[src/hw/blsr_pkg.sv]
// package: opcodes, lock map, timing and carrier types for the block lock logic
package blsr_pkg;

    // ------------------------------------------------------------------
    // instruction opcodes
    // ------------------------------------------------------------------
    localparam logic [7:0] OP_LOCK_ONE   = 8'h36; // lock one block
    localparam logic [7:0] OP_UNLOCK_ONE = 8'h39; // unlock one block
    localparam logic [7:0] OP_READ_LOCK  = 8'h3d; // read one lock bit
    localparam logic [7:0] OP_LOCK_ALL   = 8'h7e; // lock every block
    localparam logic [7:0] OP_UNLOCK_ALL = 8'h98; // unlock every block
    localparam logic [7:0] OP_RST_ENABLE = 8'h66; // arm software reset
    localparam logic [7:0] OP_RST_DEVICE = 8'h99; // fire software reset

    // ------------------------------------------------------------------
    // frame shape and lock map
    // ------------------------------------------------------------------
    localparam int         ADDR_W       = 24;     // address bits after opcode
    localparam int         LOCK_IDX_W   = 4;      // top address bits pick the lock
    localparam int         NUM_LOCKS    = 16;     // one lock bit per block
    localparam logic [2:0] CNT_OPCODE   = 3'h1;   // bytes in an opcode-only frame
    localparam logic [2:0] CNT_ADDR_HI  = 3'h1;   // count when first address byte lands
    localparam logic [2:0] CNT_ADDR_LO  = 3'h3;   // count when last address byte lands
    localparam logic [2:0] CNT_FULL     = 3'h4;   // opcode plus three address bytes
    localparam logic [2:0] CNT_MAX      = 3'h5;   // saturates: frame too long
    localparam logic       LOCK_RST_VAL = 1'b1;   // every block starts locked

    // ------------------------------------------------------------------
    // software reset interval
    // ------------------------------------------------------------------
    localparam int          SYS_CLK_MHZ = 100;                      // sys_clk rate
    localparam int          RST_TIME_US = 30;                       // reset duration
    localparam int          RST_CYCLES  = RST_TIME_US * SYS_CLK_MHZ; // cycles held
    localparam logic [11:0] RST_LAST    = 12'(RST_CYCLES - 1);      // final count

    // ------------------------------------------------------------------
    // carrier from the serial receiver to the command logic
    // ------------------------------------------------------------------
    typedef struct packed {
        logic       active;      // chip select asserted (synchronised)
        logic       frame_start; // one cycle at select assertion
        logic       frame_end;   // one cycle at select release
        logic       byte_valid;  // one cycle, data holds a whole byte
        logic [7:0] data;        // received byte, first bit in msb
        logic       fall_edge;   // falling clock edge inside a frame
    } blsr_rx_type;

    // command decoder states
    typedef enum logic [1:0] {
        BLSR_ST_CMD,
        BLSR_ST_READ,
        BLSR_ST_SKIP,
        BLSR_ST_RESET
    } blsr_state_type;

endpackage

[src/hw/blsr_lock.sv]
// module: per-block lock bits, lock instructions and software reset sequence
//
// How it works
// - lock bits protect only when scheme select set
// - scheme clear: legacy protect result decides instead
// - lock bits volatile, all ones after reset
// - opcode 39h plus address clears one lock
// - single unlock needs write enable latch set
// - opcode and address bits taken on rising clock
// - opcode 3Dh plus address shifts lock byte out
// - returned byte lsb one means block locked
// - opcode 7Eh alone sets every lock bit
// - opcode 98h alone clears all, needs latch
// - global lock refused without write enable latch
// - software reset aborts work, drops volatile state
// - reset only after 66h then 99h
// - other command after 66h disarms the reset
// - reset lasts 30us, commands ignored meanwhile
// - opcode 36h plus address sets one lock
`timescale 1ns/1ps
module blsr_lock (
    input  wire logic        sys_clk,
    input  wire logic        sys_rst,
    input  wire logic        spi_sck,
    input  wire logic        spi_cs_n,
    input  wire logic        spi_mosi,
    output logic             spi_miso,
    output logic             spi_miso_oe,
    input  wire logic        write_enable_latch,
    input  wire logic        protect_scheme_select,
    input  wire logic        legacy_protect_hit,
    input  wire logic        prog_erase_req,
    input  wire logic [23:0] prog_erase_addr,
    output logic             prog_erase_grant,
    output logic             prog_erase_deny,
    output logic             volatile_reset
);

    // ------------------------------------------------------------------
    // declarations
    // ------------------------------------------------------------------
    localparam int IW = blsr_pkg::LOCK_IDX_W; // lock index width

    blsr_pkg::blsr_rx_type              rx;                 // receiver events
    blsr_pkg::blsr_state_type           st_q,    st_d;      // decoder state
    logic [2:0]                         cnt_q,   cnt_d;     // bytes in this frame
    logic [7:0]                         op_q,    op_d;      // latched opcode
    logic [IW-1:0]                      idx_q,   idx_d;     // addressed lock
    logic [blsr_pkg::NUM_LOCKS-1:0]     lock_q,  lock_d;    // lock bits
    logic                               arm_q,   arm_d;     // reset armed
    logic [11:0]                        rcnt_q,  rcnt_d;    // reset interval
    logic [7:0]                         osh_q,   osh_d;     // read-out byte
    logic                               miso_q,  miso_d;    // serial out
    logic                               oe_q,    oe_d;      // serial out enable
    logic                               vrst_q,  vrst_d;    // volatile reset level
    logic                               gnt_q,   gnt_d;     // request granted
    logic                               deny_q,  deny_d;    // request refused
    logic                               exec;               // complete command
    logic                               hit;                // request is protected
    logic [IW-1:0]                      req_idx;            // lock of the request

    // ------------------------------------------------------------------
    // serial receiver
    // ------------------------------------------------------------------
    blsr_spi_rx u_rx (
        .sys_clk  (sys_clk),
        .sys_rst  (sys_rst),
        .spi_sck  (spi_sck),
        .spi_cs_n (spi_cs_n),
        .spi_mosi (spi_mosi),
        .rx       (rx)
    );

    // ------------------------------------------------------------------
    // next state for the decoder, lock bits and protection check
    // ------------------------------------------------------------------
    always_comb begin
        st_d    = st_q;
        cnt_d   = cnt_q;
        op_d    = op_q;
        idx_d   = idx_q;
        lock_d  = lock_q;
        arm_d   = arm_q;
        rcnt_d  = rcnt_q;
        osh_d   = osh_q;
        miso_d  = miso_q;
        oe_d    = oe_q;
        vrst_d  = 1'b0;
        gnt_d   = 1'b0;
        deny_d  = 1'b0;
        // a command counts once select rises after at least one byte
        exec    = rx.frame_end && (st_q == blsr_pkg::BLSR_ST_CMD) && (cnt_q != 3'h0);
        req_idx = prog_erase_addr[blsr_pkg::ADDR_W-1 -: IW];
        case (st_q)
            blsr_pkg::BLSR_ST_CMD: begin
                if (rx.frame_start) begin
                    cnt_d = 3'h0;
                end
                if (rx.byte_valid) begin
                    // saturate so an overlong frame never matches a length
                    cnt_d = (cnt_q == blsr_pkg::CNT_MAX) ? blsr_pkg::CNT_MAX
                                                         : cnt_q + 3'h1;
                    if (cnt_q == 3'h0) begin
                        op_d = rx.data;
                    end
                    if (cnt_q == blsr_pkg::CNT_ADDR_HI) begin
                        idx_d = rx.data[7 -: IW];
                    end
                    if (cnt_q == blsr_pkg::CNT_ADDR_LO && op_q == blsr_pkg::OP_READ_LOCK) begin
                        // status byte: lsb is the lock bit, rest zero
                        osh_d = {7'h00, lock_q[idx_q]};
                        st_d  = blsr_pkg::BLSR_ST_READ;
                        arm_d = 1'b0;
                    end
                end
                if (exec) begin
                    cnt_d = 3'h0;
                    // only a lone 66h leaves the reset armed
                    arm_d = (op_q == blsr_pkg::OP_RST_ENABLE) && (cnt_q == blsr_pkg::CNT_OPCODE);
                    case (op_q)
                        blsr_pkg::OP_LOCK_ONE: begin
                            if (cnt_q == blsr_pkg::CNT_FULL && write_enable_latch) begin
                                lock_d[idx_q] = 1'b1;
                            end
                        end
                        blsr_pkg::OP_UNLOCK_ONE: begin
                            if (cnt_q == blsr_pkg::CNT_FULL && write_enable_latch) begin
                                lock_d[idx_q] = 1'b0;
                            end
                        end
                        blsr_pkg::OP_LOCK_ALL: begin
                            if (cnt_q == blsr_pkg::CNT_OPCODE && write_enable_latch) begin
                                lock_d = '1;
                            end
                        end
                        blsr_pkg::OP_UNLOCK_ALL: begin
                            if (cnt_q == blsr_pkg::CNT_OPCODE && write_enable_latch) begin
                                lock_d = '0;
                            end
                        end
                        blsr_pkg::OP_RST_DEVICE: begin
                            if (cnt_q == blsr_pkg::CNT_OPCODE && arm_q) begin
                                st_d   = blsr_pkg::BLSR_ST_RESET;
                                rcnt_d = 12'h000;
                            end
                        end
                        default: begin
                            // other opcodes belong to other blocks
                        end
                    endcase
                end
            end
            blsr_pkg::BLSR_ST_READ: begin
                // repeat the status byte for as long as the host clocks
                if (rx.fall_edge) begin
                    miso_d = osh_q[7];
                    oe_d   = 1'b1;
                    osh_d  = {osh_q[6:0], osh_q[7]};
                end
                if (!rx.active) begin
                    st_d  = blsr_pkg::BLSR_ST_CMD;
                    oe_d  = 1'b0;
                    cnt_d = 3'h0;
                end
            end
            blsr_pkg::BLSR_ST_SKIP: begin
                // a frame already open when reset ends is dropped whole
                if (!rx.active) begin
                    st_d  = blsr_pkg::BLSR_ST_CMD;
                    cnt_d = 3'h0;
                end
            end
            blsr_pkg::BLSR_ST_RESET: begin
                // frames are ignored; volatile state held at power-on values
                vrst_d = 1'b1;
                lock_d = '1;
                arm_d  = 1'b0;
                oe_d   = 1'b0;
                rcnt_d = rcnt_q + 12'h001;
                if (rcnt_q == blsr_pkg::RST_LAST) begin
                    st_d  = rx.active ? blsr_pkg::BLSR_ST_SKIP : blsr_pkg::BLSR_ST_CMD;
                    cnt_d = 3'h0;
                end
            end
            default: begin
                st_d = blsr_pkg::BLSR_ST_CMD;
            end
        endcase
        // protection check; nothing is granted during a reset
        hit = protect_scheme_select ? lock_q[req_idx]
                                    : legacy_protect_hit;
        if (prog_erase_req) begin
            if (hit || st_q == blsr_pkg::BLSR_ST_RESET) begin
                deny_d = 1'b1;
            end else begin
                gnt_d = 1'b1;
            end
        end
    end

    // ------------------------------------------------------------------
    // registers
    // ------------------------------------------------------------------
    always_ff @(posedge sys_clk) begin
        if (sys_rst) begin
            st_q   <= blsr_pkg::BLSR_ST_CMD;
            cnt_q  <= 3'h0;
            op_q   <= 8'h00;
            idx_q  <= '0;
            lock_q <= {blsr_pkg::NUM_LOCKS{blsr_pkg::LOCK_RST_VAL}};
            arm_q  <= 1'b0;
            rcnt_q <= 12'h000;
            osh_q  <= 8'h00;
            miso_q <= 1'b0;
            oe_q   <= 1'b0;
            vrst_q <= 1'b0;
            gnt_q  <= 1'b0;
            deny_q <= 1'b0;
        end else begin
            st_q   <= st_d;
            cnt_q  <= cnt_d;
            op_q   <= op_d;
            idx_q  <= idx_d;
            lock_q <= lock_d;
            arm_q  <= arm_d;
            rcnt_q <= rcnt_d;
            osh_q  <= osh_d;
            miso_q <= miso_d;
            oe_q   <= oe_d;
            vrst_q <= vrst_d;
            gnt_q  <= gnt_d;
            deny_q <= deny_d;
        end
    end

    assign spi_miso         = miso_q;
    assign spi_miso_oe      = oe_q;
    assign volatile_reset   = vrst_q;
    assign prog_erase_grant = gnt_q;
    assign prog_erase_deny  = deny_q;
endmodule // blsr_lock

[src/hw/blsr_spi_rx.sv]
// module: synchronises the serial pins and assembles bytes and edge events
`timescale 1ns/1ps
module blsr_spi_rx (
    input  wire logic                 sys_clk,
    input  wire logic                 sys_rst,
    input  wire logic                 spi_sck,
    input  wire logic                 spi_cs_n,
    input  wire logic                 spi_mosi,
    output blsr_pkg::blsr_rx_type     rx
);

    // ------------------------------------------------------------------
    // state
    // ------------------------------------------------------------------
    logic [2:0]            sck_q,  sck_d;   // [0] sync, [1] sync, [2] edge history
    logic [2:0]            cs_q,   cs_d;    // same chain for chip select
    logic [1:0]            mosi_q, mosi_d;  // two stages, matches clock delay
    logic [2:0]            bits_q, bits_d;  // bit position inside the byte
    logic [6:0]            sh_q,   sh_d;    // partial byte
    blsr_pkg::blsr_rx_type rx_q,   rx_d;    // registered events
    logic                  rise;            // rising clock edge seen
    logic                  fall;            // falling clock edge seen

    // ------------------------------------------------------------------
    // next state: edges only from second stage onward, first stage untouched
    // ------------------------------------------------------------------
    always_comb begin
        sck_d  = {sck_q[1:0], spi_sck};
        cs_d   = {cs_q[1:0], spi_cs_n};
        mosi_d = {mosi_q[0], spi_mosi};
        rise   = sck_q[1] & ~sck_q[2];
        fall   = ~sck_q[1] & sck_q[2];
        bits_d = bits_q;
        sh_d   = sh_q;
        rx_d   = '0;
        rx_d.active      = ~cs_q[1];
        rx_d.frame_start = cs_q[2] & ~cs_q[1];
        rx_d.frame_end   = ~cs_q[2] & cs_q[1];
        rx_d.fall_edge   = ~cs_q[1] & fall;
        if (cs_q[1]) begin
            // deselected: next frame starts on a byte boundary
            bits_d = 3'h0;
        end else if (rise) begin
            // data bit taken on the rising clock edge
            sh_d   = {sh_q[5:0], mosi_q[1]};
            bits_d = bits_q + 3'h1;
            if (bits_q == 3'h7) begin
                rx_d.byte_valid = 1'b1;
                rx_d.data       = {sh_q, mosi_q[1]};
            end
        end
    end

    // ------------------------------------------------------------------
    // registers; pins idle as deselected with clock low
    // ------------------------------------------------------------------
    always_ff @(posedge sys_clk) begin
        if (sys_rst) begin
            sck_q  <= 3'h0;
            cs_q   <= 3'h7;
            mosi_q <= 2'h0;
            bits_q <= 3'h0;
            sh_q   <= 7'h0;
            rx_q   <= '0;
        end else begin
            sck_q  <= sck_d;
            cs_q   <= cs_d;
            mosi_q <= mosi_d;
            bits_q <= bits_d;
            sh_q   <= sh_d;
            rx_q   <= rx_d;
        end
    end

    assign rx = rx_q;
endmodule // blsr_spi_rx

[config.mk]
export PLATFORM = sky130hd
export DESIGN_NAME = blsr_lock
export DESIGN_NICKNAME = d
export VERILOG_FILES = /design/src/hw/blsr_pkg.sv /design/src/hw/blsr_lock.sv /design/src/hw/blsr_spi_rx.sv
export SDC_FILE = /design/constraint.sdc
export NUM_CORES = 1
export LEC_CHECK = 0
export BUFFER_PORTS_ARGS = -buffer_cell sky130_fd_sc_hd__buf_2
export CAP_MARGIN = 25
export CORE_UTILIZATION = 39
export DETAILED_ROUTE_END_ITERATION = 10
export GPL_TIMING_DRIVEN = 0
export PLACE_DENSITY = 0.61
export SYNTH_ARGS = -nofsm -noshare
export SYNTH_HDL_FRONTEND = slang
export SYNTH_SLANG_ARGS = --single-unit
[constraint.sdc]
create_clock -name sys_clk -period 5.8 [get_ports sys_clk]
set_input_delay 1.16 -clock sys_clk [delete_from_list [all_inputs] [get_ports sys_clk]]
set_output_delay 1.16 -clock sys_clk [all_outputs]
set_load 0.005 [all_outputs]
## Word level (Yosys, flattened, before mapping)

Index checks and enable logic that the tools add are counted.

| storage, ports and cells | value |
|---|---|
| register bits after elaboration | 90 |
| bits in latches | 0 |
| RAM bits | 0 |
| ROM bits | 0 |
| bits of input ports | 33 |
| logic and storage cells | 158 |
| memories | 0 |

| cells by class | value |
|---|---|
| add/sub/neg operators | 3 |
| multiply operators | 0 |
| div/mod/pow operators | 0 |
| $lt $le $gt $ge | 3 |
| equal/unequal tests | 33 |
| shift operators | 0 |
| muxes and demuxes | 49 |
| bitwise logic cells | 15 |
| reductions and logical operators | 31 |

Operator list:

| operator | number |
|---|---|
| $mux 16 | 5 |
| $pmux 16 s4 | 1 |
| $mux 12 | 3 |
| $pmux 16 s2 | 1 |
| $eq 8x6->1 const B | 3 |
| $mux 8 | 3 |
| $pmux 12 s2 | 1 |
| $mux 3 | 6 |
| $and 16x16->16 | 1 |
| $eq 8x7->1 const B | 2 |
| $eq 8x8->1 const B | 2 |
| $mux 2 | 8 |
| $not 16->16 | 1 |
| $or 16x16->16 | 1 |
| $pmux 8 s2 | 1 |
| $ne 3x3->1 const B | 5 |
| $add 12x1->12 const B | 1 |
| $eq 12x12->1 const B | 1 |
| $mux 1 | 12 |
| $reduce_and 3->1 | 4 |
| $lt 4x5->1 const B | 2 |
| $ne 2x1->1 const B | 5 |
| $eq 3x3->1 const B | 3 |
| $mux 9 | 1 |
| 29 further kinds | 61 |

## Longest topological paths before layout

| depth | value |
|---|---|
| word-level depth | 10 |
| mapped depth | 10 |

## Hierarchy

Synthesis repeated with hierarchy kept, for this count alone.

| second synthesis, totals | value |
|---|---|
| cell total of the unflattened synthesis | 475 |
| area, all modules | 4332.9 sq um |

By module, submodules not included:

| module | times used | cells each | area each (sq um) | sequential area each (sq um) |
|---|---|---|---|---|
| blsr_lock | 1 | 388 | 3372.0 | 1181.1 |
| blsr_spi_rx | 1 | 87 | 960.9 | 620.6 |

## Worst setup path before layout

No wires, ideal clock.

| timing | value |
|---|---|
| path type | input to register |
| start point | in write_enable_latch |
| end point | reg lock_q[0] in the netlist's numbering |
| library setup time | 0.086 ns |
| arrival time | 2.417 ns |
| slack | 3.298 ns |
| stages on the path | 7 |
| cell sequence | and4bb_2 -> a2111oi_0 -> a41oi_1 -> nand3_1 -> buf_1 -> a21oi_1 -> a211oi_1 |

| on the way | value |
|---|---|
| cells in the longest elaborated chain, start to end | 3 |
| elaborated cells on any way between the ends | 7 |

RTL lines:

| element | RTL line | RTL |
|---|---|---|
| start: declaration | blsr_lock.sv:29 | `input wire logic write_enable_latch,` |
| $logic_and 1x1->1, on equally long branches | -- |  |
| $ne 3x3->1 (no line) | -- |  |
| $reduce_and 7->1 (no line) * | -- |  |
| end signal: assignment | blsr_lock.sv:210 | `lock_q <= {blsr_pkg::NUM_LOCKS{blsr_pkg::LOCK_RST_VAL}};` |
| end signal: assignment | blsr_lock.sv:224 | `lock_q <= lock_d;` |
| end: declaration | blsr_lock.sv:49 | `logic [blsr_pkg::NUM_LOCKS-1:0] lock_q, lock_d;` |

Every way passes the cells marked *; elsewhere a longest branch is shown, timed or not.
A chain may end at the register's enable or synchronous reset.

## Worst setup path in the final report

| timing | value |
|---|---|
| start point | in write_enable_latch |
| end point | reg lock_q[9] in the netlist's numbering |

Same word-level chain as after synthesis.

==> metrics.txt <==
# TYPE chip_impl_metric gauge
chip_impl_info{name="status",value="completed"} 1
chip_impl_metric{name="place_hpwl",unit="mm"} 6.36
chip_impl_metric{name="detail_route.vias_per_cell",unit=""} 5.29
chip_impl_info{name="synthDominantAreaCellType",value="dfxtp_1"} 1
chip_impl_info{name="crit_slowest_cell",value="buf_1"} 1
chip_impl_metric{name="final_ant_viol_nets",unit=""} 0
chip_impl_metric{name="grt_overflow",unit=""} 0
chip_impl_metric{name="nFillCells",unit=""} 1023
chip_impl_metric{name="grt_pass1_wl",unit="mm"} 15.4
chip_impl_metric{name="synth_top_area_share",unit="%"} 42.3
chip_impl_metric{name="synth.ff_latch_count",unit=""} 90
chip_impl_metric{name="path_clk_slew",unit="ns"} 0.10
chip_impl_metric{name="max_cap_violations",unit=""} 0
chip_impl_metric{name="h-tree-depth",unit=""} 3
chip_impl_metric{name="cts_setup_buffers",unit=""} 0
chip_impl_metric{name="numCtsBuffers",unit=""} 9
chip_impl_metric{name="gp_congestion",unit=""} 0.820
chip_impl_metric{name="fin_crit",unit="ns"} 2.59
chip_impl_metric{name="final_max_slew_viol_count",unit=""} 0
chip_impl_metric{name="multi_input_area",unit="mm²"} 0.00224
chip_impl_metric{name="stdcell_area",unit="mm²"} 0.00474
chip_impl_metric{name="timing.slew.headroom",unit="%"} 63.2
chip_impl_info{name="tritoncts",value="built"} 1
chip_impl_metric{name="floorplan.core_area",unit="mm²"} 0.0105
chip_impl_metric{name="cp.arrival",unit="ns"} 2.85
chip_impl_metric{name="crit_fanout",unit=""} 10
chip_impl_metric{name="max_freq",unit="MHz"} 387
chip_impl_metric{name="dieHeight",unit="µm"} 106
chip_impl_metric{name="clk_latency",unit="ns"} 0.37
chip_impl_metric{name="post_route_cells_drive_above_1_share",unit="%"} 12.8
chip_impl_metric{name="ys_async_sr_fraction",unit="%"} 0
chip_impl_metric{name="grt_start_max_net_pins",unit=""} 17
chip_impl_info{name="rsz_0062_raised_after_global_routing",value="no"} 1
chip_impl_metric{name="clock_path_buffers",unit=""} 2
chip_impl_metric{name="grt.total_usage",unit="%"} 17.0
chip_impl_metric{name="number_of_antenna_violations_at_the_first_check_in_global_routing",unit=""} 0
chip_impl_metric{name="worst_clock_skew",unit="ns"} 0.0160
chip_impl_metric{name="power",unit="mW"} 1.14
chip_impl_metric{name="route.vias.total",unit=""} 3405
chip_impl_metric{name="area_growth_syn_to_layout",unit="%"} 11.5
chip_impl_metric{name="synth_fp_nets",unit=""} 515
chip_impl_metric{name="timing.final.setup_violations",unit=""} 0
chip_impl_metric{name="power-per-cell-area",unit="mW/mm²"} 239
chip_impl_metric{name="synth.distinct_cells",unit=""} 55
chip_impl_metric{name="timing.final.crit_share",unit="%"} 44.6
chip_impl_metric{name="design.final.nets",unit=""} 544
chip_impl_metric{name="synth_edf_count",unit=""} 0
chip_impl_metric{name="syn-mean-instance-area",unit="µm²"} 8.98
chip_impl_metric{name="seq_area",unit="mm²"} 0.00180
chip_impl_metric{name="drt_iter0_markers",unit=""} 301
chip_impl_metric{name="synthesis.area",unit="mm²"} 0.00426
chip_impl_metric{name="crit_path_max_incr_delay",unit="ns"} 0.42
chip_impl_metric{name="max-vdd-ir-drop",unit="µV"} 137
chip_impl_metric{name="postPlaceCellArea",unit="mm²"} 0.00452
chip_impl_metric{name="post_route_drc_violation_count",unit=""} 0
chip_impl_info{name="ys_dominant_reg_cell",value="dfxtp_1"} 1
chip_impl_metric{name="dieWidth",unit="µm"} 106
chip_impl_metric{name="detail_route.first_pass.iterations",unit=""} 5
chip_impl_metric{name="synth_sequential_area_ratio",unit="%"} 42.3
chip_impl_metric{name="max_slew.worst_pin.slew",unit="ns"} 0.552
chip_impl_metric{name="design.die.area",unit="mm²"} 0.0113
chip_impl_metric{name="first_global_vias",unit=""} 3226
chip_impl_metric{name="drt-wirelength-per-cell",unit="µm"} 13.9
chip_impl_info{name="clock_tree.root_cell",value="clkbuf_8"} 1
chip_impl_metric{name="rows",unit=""} 37
chip_impl_metric{name="clock_sink_count",unit=""} 90
chip_impl_metric{name="insertedDiodeCount",unit=""} 0
chip_impl_metric{name="detail_route.wirelength",unit="mm"} 8.96
chip_impl_info{name="critical_path_cell_by_cell",value="buf_2 > and4bb_2 > a2111oi_0 > a41oi_1 > nand3_1 > buf_1 > a21oi_1 > a211oi_1"} 1
chip_impl_info{name="synthTopCellsByArea",value="dfxtp_1, mux2i_1, mux4_2"} 1
chip_impl_info{name="timing.critical_path.to_type",value="flip-flop"} 1
chip_impl_metric{name="hold_viol",unit=""} 0
chip_impl_metric{name="timing.critical_path.required",unit="ns"} 6.07
chip_impl_metric{name="port-buffer-count",unit=""} 17
chip_impl_metric{name="io_pins",unit=""} 38
chip_impl_info{name="layout_commonest_cell",value="dfxtp_1"} 1
chip_impl_metric{name="synth_warnings",unit=""} 0
chip_impl_metric{name="finalSetupTns",unit="ns"} 0
chip_impl_metric{name="leakage",unit="nW"} 1.70
chip_impl_metric{name="effective_utilization_at_floorplan",unit="%"} 40.7
chip_impl_metric{name="cts_repair_resize_count",unit=""} 0
chip_impl_info{name="setup.worst_path.class",value="in2reg"} 1
chip_impl_metric{name="hold_buffers",unit=""} 0
chip_impl_info{name="cp-start-kind",value="primary input"} 1
chip_impl_info{name="top_library_cells_by_usage_in_the_layout_fill_and_taps_aside",value="dfxtp_1, nor2_1, a21oi_1"} 1
chip_impl_info{name="holdCritPathClass",value="reg2reg"} 1
chip_impl_metric{name="synthesis.instances",unit=""} 474
## cells by family (layout without fill, tap and decap cells)
kind of cell | after synthesis | count (layout) | synth area share, %
flops | 90 | 90 | 42.3
mux | 32 | 32 | 10.2
compound gates | 79 | 79 | 12.2
buf+inv | 51 | 85 | 4.94
fa+ha+maj | 8 | 8 | 2.35
xor+xnor | 10 | 10 | 2.06
simple gates | 204 | 204 | 26.0
## final timing paths
check | from | end | slack [ns] | depth (start not counted)
min reg2reg | u_rx.cs_q[0]$_SDFF_PP1_ | u_rx.cs_q[1]$_SDFF_PP1_ | 0.41 | 1
min | u_rx.cs_q[0]$_SDFF_PP1_ | u_rx.cs_q[1]$_SDFF_PP1_ | 0.41 | 1
max reg2reg | cnt_q[1]$_SDFFE_PP0P_ | osh_q[0]$_SDFFE_PP0P_ | 3.35 | 9
max | write_enable_latch | lock_q[9]$_SDFFE_PP1P_ | 3.21 | 8
## through the flow
step,hold slack [ns],std cells,setup WS [ns],utilization [%]
3_5_place_dp,0.397,628,2.86,43.2
2_1_floorplan,0.388,474,3.30,-
3_3_place_gp,0.393,627,2.90,43.1
5_1_grt,0.425,644,3.07,45.3
6_report,0.406,644,3.21,45.3
4_1_cts,0.409,644,3.23,45.3
## layout make-up
class,count,share of cell area [%]
multi-input cells,333,47.3
flip-flops and latches,90,38.0
well taps,136,3.59
clock buffers,10,2.69
plain buffers,26,2.45
clock inverters,6,2.06
inverters,25,1.98
repair buffers,18,1.95
## state kept, by name (all words and copies together) (netlist names)
signal / count
op_q: 8
u_rx.mosi_q: 2
osh_q: 8
arm_q: 1
volatile_reset: 1
st_q: 2
lock_q: 16
u_rx.bits_q: 3
u_rx.cs_q: 3
spi_miso_oe: 1
prog_erase_deny: 1
spi_miso: 1
prog_erase_grant: 1
u_rx.sck_q: 3
rcnt_q: 12
u_rx.sh_q: 7
idx_q: 4
cnt_q: 3
u_rx.rx: 13
## critical path, delay by kind of cell
family | cells | cell delay (ns)
AOI/OAI and AO/OA | 4 | 0.76
buffers and inverters | 2 | 0.53
and+or+nand+nor | 2 | 0.41
## synthesized netlist by cell type, types with 13 or more instances
master    count
clkbuf_1     15
nand2_1      30
nor3_1       22
mux2i_1      23
nand3_1      14
inv_1        25
a21oi_1      35
and2_1       13
nor2b_1      13
dfxtp_1      90
a211oi_1     19
nor2_1       49
## power breakdown
group          total (mW)  switching [mW]  internal [mW]
clock network       0.488           0.239          0.249
registers           0.622         0.00147          0.621
logic              0.0260          0.0162        0.00981
total                1.14           0.256          0.880
## routing by layer
layer	up-vias	wire (µm)	global-route usage (%)
met2	64	4010	26.6
li1	1729	-	-
met3	14	365	2.88
met5	-	0	0
met1	1598	4370	22.4
met4	0	216	9.30
Power figures use the tool's default switching activity.
